<file path="config.mk">
export PLATFORM = sky130hd
export DESIGN_NAME = nvc_top
export DESIGN_NICKNAME = d
export VERILOG_FILES = /design/src/core/nvc_pkg.sv /design/src/core/nvc_top.sv
export SDC_FILE = /design/constraint.sdc
export NUM_CORES = 1
export LEC_CHECK = 0
export ABC_AREA = 1
export CORE_MARGIN = 2
export CORE_UTILIZATION = 43
export CTS_BUF_LIST = sky130_fd_sc_hd__clkbuf_16
export DETAILED_ROUTE_END_ITERATION = 6
export DONT_BUFFER_PORTS = 1
export GPL_ROUTABILITY_DRIVEN = 0
export GPL_TIMING_DRIVEN = 0
export PLACE_DENSITY = 0.68
export SLEW_MARGIN = 20
export SYNTH_ARGS = -nofsm -noshare
export SYNTH_HDL_FRONTEND = slang
export SYNTH_SLANG_ARGS = --single-unit
</file>
<file path="constraint.sdc">
create_clock -name clk_i -period 1.5 [get_ports clk_i]
set_input_delay 0.3 -clock clk_i [delete_from_list [all_inputs] [get_ports clk_i]]
set_output_delay 0.3 -clock clk_i [all_outputs]
set_load 0.01 [all_outputs]
</file>
<file path="src/core/nvc_pkg.sv">
// package: register map, field positions and reset values for the nv access block
package nvc_pkg;
	// wishbone byte offsets, one aligned word per register
	localparam logic [3:0] NVC_OFS_CTRL   = 4'h0; // nv_control_reg
	localparam logic [3:0] NVC_OFS_LOC    = 4'h4; // nv_location_reg
	localparam logic [3:0] NVC_OFS_VALUE  = 4'h8; // nv_value_reg
	localparam logic [3:0] NVC_OFS_STAT   = 4'hc; // event status, read clears
	localparam logic [4:0] NVC_OFS_MASK_B = 5'h10; // interrupt mask
	localparam logic [4:0] NVC_OFS_FAULT  = 5'h14; // fault inject (aborting resets)
	// control register fields
	localparam int NVC_BIT_FETCH = 0; // fetch start
	localparam int NVC_BIT_STORE = 1; // store start
	localparam int NVC_BIT_EN    = 2; // store_enable_bit
	localparam int NVC_BIT_ABORT = 3; // store_abort_flag
	// status / mask fields
	localparam int NVC_EV_DONE  = 0; // store_done_flag
	localparam int NVC_EV_ABORT = 1; // write aborted
	localparam int NVC_EV_FETCH = 2; // fetch finished
	localparam int NVC_EV_W     = 3;
	// reset values
	localparam logic [7:0] NVC_RST_BYTE = 8'h00;
	localparam logic [NVC_EV_W-1:0] NVC_RST_EV = 3'h0;
	// store cycle length in clock cycles
	localparam int NVC_STORE_CYC = 40;
	// store engine states
	typedef enum logic [1:0] {
		NVC_IDLE = 2'b01,
		NVC_BUSY = 2'b10
	} nvc_state_e;
endpackage

</file>
<file path="src/core/nvc_top.sv">
// nvc_top: control and status logic for byte access to an on-chip data store
// How it works
// - abort flag 1 on cut write, 0 normal
// - writes only allowed while enable bit set
// - store start set-only, write 0 ignored
// - fetch start one cycle, hardware clears
// - fetched byte valid next cycle
// - value held until fetch or sw write
// - abort on clear, watchdog or brownout reset
// - store end clears start, sets done flag
//
// The implementer's own choices: the Wishbone slave port and the register addresses.
module nvc_top
	import nvc_pkg::*;
#(
	parameter int ADDR_W    = 7,                // location width
	parameter int STORE_CYC = NVC_STORE_CYC     // store cycle length
) (
	input  wire logic              clk_i,       // 10 mhz clock
	input  wire logic              rst_i,       // sync reset, high
	input  wire logic              ce_i,        // clock enable
	input  wire logic              cyc_i,       // wishbone cycle
	input  wire logic              stb_i,       // wishbone strobe
	input  wire logic              we_i,        // wishbone write
	input  wire logic [4:0]        adr_i,       // byte address
	input  wire logic [3:0]        sel_i,       // byte enables
	input  wire logic [31:0]       dat_i,       // write data
	output logic      [31:0]       dat_o,       // read data
	output logic                   ack_o,       // wishbone ack
	output logic                   irq_o,       // level interrupt
	output logic [ADDR_W-1:0]      arr_addr_o,  // array address
	output logic                   arr_we_o,    // array write pulse
	output logic [7:0]             arr_wdata_o, // array write data
	input  wire logic [7:0]        arr_rdata_i  // array read data, async
);
	// elaboration check
	// the cycle counter is 16 bits wide and the location at most one byte
	if (ADDR_W < 1 || ADDR_W > 8 || STORE_CYC < 2 || STORE_CYC > 65535) begin : g_chk
		$error("nvc_top: unsupported parameter value");
	end

	// register state
	logic [ADDR_W-1:0]   loc_ff;    // nv_location_reg
	logic [7:0]          value_ff;  // nv_value_reg
	logic                en_ff;     // store_enable_bit
	logic                abort_ff;  // store_abort_flag
	logic                fetch_ff;  // fetch start bit, one cycle high
	logic [NVC_EV_W-1:0] stat_ff;   // sticky events
	logic [NVC_EV_W-1:0] mask_ff;   // interrupt mask
	logic [15:0]         cnt_ff;    // store cycle counter
	nvc_state_e          st_ff;     // store engine state
	logic [31:0]         dat_ff;    // read data
	logic                ack_ff;    // ack
	logic                irq_ff;    // interrupt

	// bus decode
	// a held request is taken once: ack_ff blanks the cycle in which it stands
	wire acc      = cyc_i & stb_i & ~ack_ff & ce_i;
	// only the low byte lane carries register data
	wire wr       = acc & we_i & sel_i[0];
	// reads have no side effect except on the status register
	wire rd       = acc & ~we_i;
	// address compares, word aligned offsets
	wire hit_ctl  = adr_i == {1'b0, NVC_OFS_CTRL};
	wire hit_loc  = adr_i == {1'b0, NVC_OFS_LOC};
	wire hit_val  = adr_i == {1'b0, NVC_OFS_VALUE};
	wire hit_stat = adr_i == {1'b0, NVC_OFS_STAT};
	wire hit_mask = adr_i == NVC_OFS_MASK_B;
	wire hit_flt  = adr_i == NVC_OFS_FAULT;
	wire busy     = st_ff == NVC_BUSY;
	// fault register bits model the aborting reset sources
	// aborting reset sources
	wire cut      = wr & hit_flt & (|dat_i[2:0]) & busy;
	// only a one starts, zero ignored
	wire start_st = wr & hit_ctl & dat_i[NVC_BIT_STORE] & en_ff & ~busy;
	wire start_fe = wr & hit_ctl & dat_i[NVC_BIT_FETCH] & ~busy & ~fetch_ff;
	wire done     = busy & ~cut & (cnt_ff == 16'(STORE_CYC - 1));
	wire [NVC_EV_W-1:0] ev;
	assign ev[NVC_EV_DONE]  = done;
	assign ev[NVC_EV_ABORT] = cut;
	assign ev[NVC_EV_FETCH] = fetch_ff;
	wire [7:0] ctl_rd = {4'h0, abort_ff, en_ff, busy, fetch_ff};
	wire [31:0] rdata = hit_ctl  ? {24'h0, ctl_rd} :
		hit_loc  ? {24'h0, 8'(loc_ff)} :
		hit_val  ? {24'h0, value_ff} :
		hit_stat ? {29'h0, stat_ff} :
		hit_mask ? {29'h0, mask_ff} : 32'h0;
	// read clears status; set wins over clear
	wire [NVC_EV_W-1:0] nxt_stat = (rd & hit_stat) ? ev : (stat_ff | ev);

	// bus answer: one wait state, ack the cycle after request
	// read data is held between reads so dat_o never glitches
	always_ff @(posedge clk_i) begin
		if (rst_i) begin
			ack_ff <= 1'b0;
			dat_ff <= 32'h0;
		end else if (ce_i) begin
			ack_ff <= acc;
			dat_ff <= rd ? rdata : dat_ff;
		end
	end

	// software registers
	// enable is rewritten by every control write, so software must keep it
	// set in the same word when it fetches or starts a store
	always_ff @(posedge clk_i) begin
		if (rst_i) begin
			loc_ff  <= '0;
			en_ff   <= 1'b0;
			mask_ff <= NVC_RST_EV;
		end else if (ce_i) begin
			if (wr & hit_loc)
				loc_ff <= dat_i[ADDR_W-1:0];
			if (wr & hit_ctl)
				en_ff <= dat_i[NVC_BIT_EN];
			if (wr & hit_mask)
				mask_ff <= dat_i[NVC_EV_W-1:0];
		end
	end

	// value register
	// a fetch wins over a software write in the same cycle
	always_ff @(posedge clk_i) begin
		if (rst_i) begin
			value_ff <= NVC_RST_BYTE;
		end else if (ce_i) begin
			// byte lands with the fetch cycle
			if (fetch_ff)
				value_ff <= arr_rdata_i;
			else if (wr & hit_val & ~busy)
				value_ff <= dat_i[7:0];
		end
	end

	// fetch strobe and abort flag
	// abort is sticky until a store completes normally
	always_ff @(posedge clk_i) begin
		if (rst_i) begin
			fetch_ff <= 1'b0;
			abort_ff <= 1'b0;
		end else if (ce_i) begin
			fetch_ff <= start_fe;
			// set on cut, cleared on normal finish
			if (cut)
				abort_ff <= 1'b1;
			else if (done)
				abort_ff <= 1'b0;
		end
	end

	// store engine
	// counts the store cycle; a cut ends it early with no array write
	// the array write pulse comes only from a finished cycle
	always_ff @(posedge clk_i) begin
		if (rst_i) begin
			st_ff    <= NVC_IDLE;
			cnt_ff   <= 16'h0;
			arr_we_o <= 1'b0;
		end else if (ce_i) begin
			arr_we_o <= 1'b0;
			unique case (st_ff)
				NVC_IDLE: begin
					cnt_ff <= 16'h0;
					if (start_st)
						st_ff <= NVC_BUSY;
				end
				NVC_BUSY: begin
					cnt_ff <= cnt_ff + 16'h1;
					if (done) begin
						st_ff    <= NVC_IDLE;
						arr_we_o <= 1'b1;
					end else if (cut) begin
						st_ff <= NVC_IDLE;
					end
				end
				default: st_ff <= NVC_IDLE;
			endcase
		end
	end

	// events and interrupt
	// irq is computed from the next status so it rises with the flag
	// a status read that meets a new event keeps that event
	always_ff @(posedge clk_i) begin
		if (rst_i) begin
			stat_ff <= NVC_RST_EV;
			irq_ff  <= 1'b0;
		end else if (ce_i) begin
			stat_ff <= nxt_stat;
			irq_ff  <= |(nxt_stat & mask_ff);
		end
	end

	// array port
	// address mirrors the location register; the array answers unclocked
	// write data is a copy of the value register, taken in every enabled cycle
	always_ff @(posedge clk_i) begin
		if (rst_i) begin
			arr_addr_o  <= '0;
			arr_wdata_o <= 8'h0;
		end else if (ce_i) begin
			arr_addr_o  <= (wr & hit_loc) ? dat_i[ADDR_W-1:0] : arr_addr_o;
			arr_wdata_o <= value_ff;
		end
	end

	assign dat_o = dat_ff;
	assign ack_o = ack_ff;
	assign irq_o = irq_ff;

	// checks
	// every property is disabled in reset; those that look one cycle ahead
	// also require the clock enable, since a frozen cycle moves no state
	// covers below mark the fetch, store, abort and interrupt scenarios
	a_fetch_pulse: assert property (@(posedge clk_i) disable iff (rst_i)
		ce_i && fetch_ff |=> !fetch_ff) else $error("fetch stuck high");
	a_fetch_data: assert property (@(posedge clk_i) disable iff (rst_i)
		ce_i && fetch_ff |=> value_ff == $past(arr_rdata_i)) else $error("fetch data lost");
	a_no_en_store: assert property (@(posedge clk_i) disable iff (rst_i)
		ce_i && !en_ff && !busy |=> !busy) else $error("store without enable");
	a_zero_no_start: assert property (@(posedge clk_i) disable iff (rst_i)
		wr && hit_ctl && !dat_i[NVC_BIT_STORE] && !busy |=> !busy) else $error("zero started");
	a_cut_flag: assert property (@(posedge clk_i) disable iff (rst_i)
		cut |=> abort_ff && !busy) else $error("abort not flagged");
	a_done_flag: assert property (@(posedge clk_i) disable iff (rst_i)
		ce_i && done |=> stat_ff[NVC_EV_DONE] && !busy) else $error("done not flagged");
	a_ok_clear: assert property (@(posedge clk_i) disable iff (rst_i)
		ce_i && done |=> !abort_ff) else $error("abort left set");
	a_value_hold: assert property (@(posedge clk_i) disable iff (rst_i)
		ce_i && !fetch_ff && !(wr && hit_val) |=> $stable(value_ff)) else $error("value moved");
	a_ctl_upper: assert property (@(posedge clk_i) disable iff (rst_i)
		ctl_rd[7:4] == 4'h0) else $error("upper bits set");
	c_fetch: cover property (@(posedge clk_i) disable iff (rst_i) fetch_ff);
	c_store: cover property (@(posedge clk_i) disable iff (rst_i) done);
	c_abort: cover property (@(posedge clk_i) disable iff (rst_i) cut);
	// a store that ends with its interrupt unmasked
	c_done_irq: cover property (@(posedge clk_i) disable iff (rst_i)
		done && mask_ff[NVC_EV_DONE]);
	// status read that meets a new event
	c_read_race: cover property (@(posedge clk_i) disable iff (rst_i)
		rd && hit_stat && (|ev));
	// bus answer is a single cycle pulse
	a_ack_pulse: assert property (@(posedge clk_i) disable iff (rst_i)
		ce_i && ack_ff |=> !ack_ff) else $error("ack held too long");
	// every taken request is answered next cycle
	a_ack_answer: assert property (@(posedge clk_i) disable iff (rst_i)
		acc |=> ack_ff) else $error("ack missing");
	// fetch start raises the strobe
	a_fetch_start: assert property (@(posedge clk_i) disable iff (rst_i)
		start_fe |=> fetch_ff) else $error("fetch not started");
	// zero in the fetch bit starts nothing
	a_fetch_zero: assert property (@(posedge clk_i) disable iff (rst_i)
		wr && hit_ctl && !dat_i[NVC_BIT_FETCH] |=> !fetch_ff) else $error("zero fetched");
	// no fetch while storing
	a_fetch_idle: assert property (@(posedge clk_i) disable iff (rst_i)
		ce_i && busy |=> !fetch_ff) else $error("fetch during store");
	// store start makes the engine busy
	a_store_start: assert property (@(posedge clk_i) disable iff (rst_i)
		start_st |=> busy) else $error("store not started");
	// store bit clears at the end
	a_done_clear: assert property (@(posedge clk_i) disable iff (rst_i)
		ce_i && done |=> !ctl_rd[NVC_BIT_STORE]) else $error("store bit stuck");
	// finished store writes the array
	a_done_write: assert property (@(posedge clk_i) disable iff (rst_i)
		ce_i && done |=> arr_we_o) else $error("array not written");
	// array write is one cycle
	a_write_pulse: assert property (@(posedge clk_i) disable iff (rst_i)
		ce_i && arr_we_o |=> !arr_we_o) else $error("write pulse long");
	// store never outlasts its count
	a_store_len: assert property (@(posedge clk_i) disable iff (rst_i)
		busy |-> cnt_ff < 16'(STORE_CYC)) else $error("store overran");
	// abort flag sticks until a normal finish
	a_abort_sticky: assert property (@(posedge clk_i) disable iff (rst_i)
		ce_i && abort_ff && !done |=> abort_ff) else $error("abort lost");
	// cut store raises the abort event
	a_abort_event: assert property (@(posedge clk_i) disable iff (rst_i)
		cut |=> stat_ff[NVC_EV_ABORT]) else $error("abort event lost");
	// value frozen while storing
	a_value_busy: assert property (@(posedge clk_i) disable iff (rst_i)
		ce_i && busy && !fetch_ff |=> $stable(value_ff)) else $error("value moved busy");
	// enable only moves on a control write
	a_en_keep: assert property (@(posedge clk_i) disable iff (rst_i)
		ce_i && !(wr && hit_ctl) |=> $stable(en_ff)) else $error("enable moved");
	// interrupt follows status and mask
	a_irq_level: assert property (@(posedge clk_i) disable iff (rst_i)
		ce_i && !(wr && hit_mask) |=> irq_ff == |(stat_ff & mask_ff)) else $error("irq wrong");
	// mask only moves on a mask write
	a_mask_keep: assert property (@(posedge clk_i) disable iff (rst_i)
		ce_i && !(wr && hit_mask) |=> $stable(mask_ff)) else $error("mask moved");
	// status read keeps only new events
	a_stat_clear: assert property (@(posedge clk_i) disable iff (rst_i)
		ce_i && rd && hit_stat |=> stat_ff == $past(ev)) else $error("status not cleared");
	// array address follows location writes
	a_addr_follow: assert property (@(posedge clk_i) disable iff (rst_i)
		wr && hit_loc |=> arr_addr_o == loc_ff) else $error("address stale");
	// write data mirrors the value register
	a_wdata_copy: assert property (@(posedge clk_i) disable iff (rst_i)
		ce_i |=> arr_wdata_o == $past(value_ff)) else $error("write data stale");
endmodule

</file>
==> summary.md <==
| Metric | Value |
|---|---|
| Count of fill cells added during filler insertion | 648 |
| Wire length of the first global-routing pass | 11.96 mm |
| Crit Reg-Reg Endpoint | cnt_ff[14] |
| MaxCap Viol Count | 0 |
| Worst R2R Path Depth | 10 |
| Share of synthesized registers carrying an async set or reset | 0% |
| Number of buffer cells added on primary ports | 0 |
| Total count of hold-check failures in the final report | 0 |
| Clock-pin slew on the worst setup and hold paths | 0.06 ns |
| Synthesized-area fraction occupied by adder cells | 1.217% |
| Hold Path Cell Cnt | 2 |
| Count of antenna-violating nets left after detailed routing | 0 |
| Number of vias per cell after detailed routing | 4.972 |
| Cell area after layout | 3851 sq um |
| First-pass iteration count of the detailed router | 4 |
| Number of enable-type register cells in the synthesized netlist | 0 |
| Number of unique standard cell types used by synthesis | 39 |
| Cells after synthesis | 431 |
| Xor/xnor cell area share of the yosys netlist | 0.2840% |
| Cell taking the most area after synthesis | sky130_fd_sc_hd__dfxtp_1 |
| Vias in the first global route | 2597 |
| Leakage dissipation | 1.603 nW |
| Source-to-sink clock delay at the later pin of the worst-skew pair | 0.33 ns |
| Slew Limit Fails | 0 |
| F_max | 0.6379 GHz |
| Worst R2R Setup Slack | -0.07 ns |
| Time the worst path needs with I/O delays and setup | 1.568 ns |
| Violated checks | negative setup slack |
| Yosys warns | 0 |
| Pin count of the biggest net entering global routing | 13 |
| Flop and latch count out of synthesis | 61 |
| Kind of critical path | flip-flop to flip-flop |
| Number of antenna cells inserted | 0 |
| Cell Pwr Density | 1075 nW/um^2 |
| Root buffer selected by CTS | sky130_fd_sc_hd__clkbuf_16 |
| Yosys top cell area share | 39.59% |
| Critical path capture point type | flip-flop |
| Net count reported at finish | 535 |
| CP Data Arrival Time | 1.79 ns |
| Starting utilization of the core area | 44.90% |
| Fraction of layout cells with a size suffix above 1 | 22.20% |
| Cell breakdown of the critical path | inv_2 -> ha_4 -> inv_4 -> nand2_8 -> nor2_4 -> nand4_1 -> nor4_2 -> nand2_1 -> nand2_1 -> nor2_1 |
| Worst setup slack before clock tree synthesis | -0.2293 ns |
| Crit path launch type | flip-flop |
| Worst clock skew on the final layout | 0.006725 ns |
| Level count of the clock H-tree | 3 |
| Boundary pin count | 105 |
| DRC violations left | 0 |
| Area after detailed placement | 3292 sq um |
| Peak fanout along the critical path | 5 |
| Post-Synthesis Mean Instance Area | 7.156 sq um |
| Least setup slack across all paths after layout | -0.06758 ns |
| Area growth from synthesis to layout | 24.87% |
| Final cycle utilization of the critical path | 104.5% |
| Result of the run | complete, but fails checks |
| Endpoint required time on the critical path | 1.73 ns |
| Site Rows | 30 |
| Min-Delay Startpoint | dat_i[3] |
| Mapped cell area | 3084 sq um |
| Via count | 2874 |
| Top-count cell post-synth | sky130_fd_sc_hd__nand2_1 |
| Complex-gate fraction of the synthesized area | 17.85% |
| Die extent in x | 88.69 um |
| Setup TNS | -0.1447 ns |
| Final HPWL from detailed placement | 5.392 mm |
| Die area | 7866 sq um |
| Ranking of synthesized cells by area | sky130_fd_sc_hd__dfxtp_1, sky130_fd_sc_hd__nand2_1, sky130_fd_sc_hd__o21ai_0, sky130_fd_sc_hd__nor2_1, sky130_fd_sc_hd__a21oi_1 |
| Most used flip-flop cell after synthesis | sky130_fd_sc_hd__dfxtp_1 |
| DR WL/cell | 13.17 um |
| Slew of the pin with the lowest slew margin | 0.5326 ns |
| Core area | 6869 sq um |
| Register area | 1232 sq um |
| Height of the die | 88.69 um |
| Maximum number of buffers from clock root to sink | 2 |
| Clock buffers created by TritonCTS | 9 |
| Worst Hold Slack | 0.1142 ns |
| Slowest CP cell | sky130_fd_sc_hd__dfxtp_2 |
| Most used cell, CP | sky130_fd_sc_hd__nand2_1 |
| Worst path max stage delay | 0.33 ns |
| Relative slew slack | 64.50% |
| Commonest cells post-synth | sky130_fd_sc_hd__nand2_1, sky130_fd_sc_hd__dfxtp_1, sky130_fd_sc_hd__nor2_1, sky130_fd_sc_hd__inv_1, sky130_fd_sc_hd__o21ai_0 |
| TritonCTS clock tree | done |
| Post-Synth Simple-Gate Area | 26.04% |
| Sequential fraction of the synthesis area | 39.59% |
| Unrepaired setup endpoints after global routing | true |
| Worst Hold Path EP | arr_addr_o[3] |
| Total length of routed wires | 7.610 mm |
| Multi-input logic area | 1639 sq um |
| Clock net sink count | 61 |
| Highest ir drop seen on vdd | 1.095 mV |
| Global-route total usage across every layer | 19.92% |
| Final count of negative-setup-slack endpoints | 3 |
| Dominant combinational cell family by area after synthesis | simple AND/OR/NAND/NOR gates |
| Share of synthesized area spent on multiplexers | 0% |
| Path type of the worst min-delay path | input pin to flip-flop |
| Number of antenna violations at the first check in global routing | 0 |
| Pwr Total | 4.140 mW |
| Remaining Overflow, GRT | 0 |
| DR iter-0 viols | 238 |
| Beginning of the worst register-to-register path | st_ff[0] |
-- worst max-delay path by stage --
stage	start	endpoint	slack (ns)
2_1_floorplan	st_ff[0]	cnt_ff[14]	-0.03
3_3_place_gp	st_ff[0]	cnt_ff[14]	-0.20
3_5_place_dp	st_ff[0]	cnt_ff[14]	-0.23
4_1_cts	st_ff[0]	cnt_ff[14]	-0.09
5_1_grt	st_ff[0]	cnt_ff[14]	-0.21
6_report	st_ff[0]	cnt_ff[14]	-0.07
-- stage by stage --
stage	instances	utilization (%)
after floorplan	454	-
after global routing	578	56.07
final	578	56.07
after CTS	575	53.88
after global placement	550	47.92
after detailed placement	550	47.92
-- cells by family after synthesis --
kind of cell,count (synthesis)
XOR/XNOR,1
flip-flops,61
adder cells (fa/ha/maj),3
buffers and inverters,90
AO/OA/AOI/OAI,99
AND/OR/NAND/NOR,176
other,1
-- state kept, by name (all words and copies together), names as in the netlist, 2 cells and up --
signal and flops:
cnt_ff 16, dat_o 8, st_ff 2, stat_ff 3, arr_wdata_o 8, arr_addr_o 7
mask_ff 3, value_ff 8
-- worst max-delay path: cells and delay by family, from the launching register on --
kind	cells	cell delay [ns]
fa+ha+maj	1	0.22
buf+inv	2	0.11
flops	1	0.33
simple gates	7	0.80
-- layout by cell type, fill, tap and decap left out, types with 9 or more instances in the layout --
cell type                   netlist  routed
sky130_fd_sc_hd__a21oi_1         38      36
sky130_fd_sc_hd__buf_4           24      35
sky130_fd_sc_hd__clkbuf_16        0       9
sky130_fd_sc_hd__conb_1           1      24
sky130_fd_sc_hd__dfxtp_1         61      54
sky130_fd_sc_hd__inv_1           49      46
sky130_fd_sc_hd__nand2_1         74      70
sky130_fd_sc_hd__nand3_1         12      11
sky130_fd_sc_hd__nor2_1          58      54
sky130_fd_sc_hd__o21ai_0         48      44
-- where the power goes --
| part | internal, mW | switching [mW] | total [mW] |
|---|---|---|---|
| clock network | 1.29 | 0.792 | 2.08 |
| registers | 1.65 | 0.0351 | 1.69 |
| logic | 0.151 | 0.219 | 0.369 |
| total | 3.09 | 1.05 | 4.14 |
-- final cells by class --
class	instances	area share, %
Buffer	36	6.660
Multi-Input combinational cell	304	42.56
Clock buffer	9	5.848
Inverter	53	5.393
Tap cell	96	3.119
Sequential cell	61	32.00
Timing Repair Buffer	12	2.437
Clock inverter	7	1.982
-- repair_timing --
action	4_1_cts	5_1_grt
setup buffers	8	4
pin swaps	7	8
resized for setup	10	38
cloned	1	0
hold endpoints to repair	0	0
hold buffers	0	0
setup endpoints to repair	24	28
-- per-layer routing --
metal | vias to the layer above | track usage (%) | part of all wire [%]
met5 | - | 0 | 0
met4 | 0 | 8.540 | 1.9
met3 | 12 | 5.317 | 7.7
met2 | 82 | 29.17 | 45
met1 | 1334 | 27.56 | 46
li1 | 1446 | - | -
No activity file was read; power rests on OpenSTA's default activity.
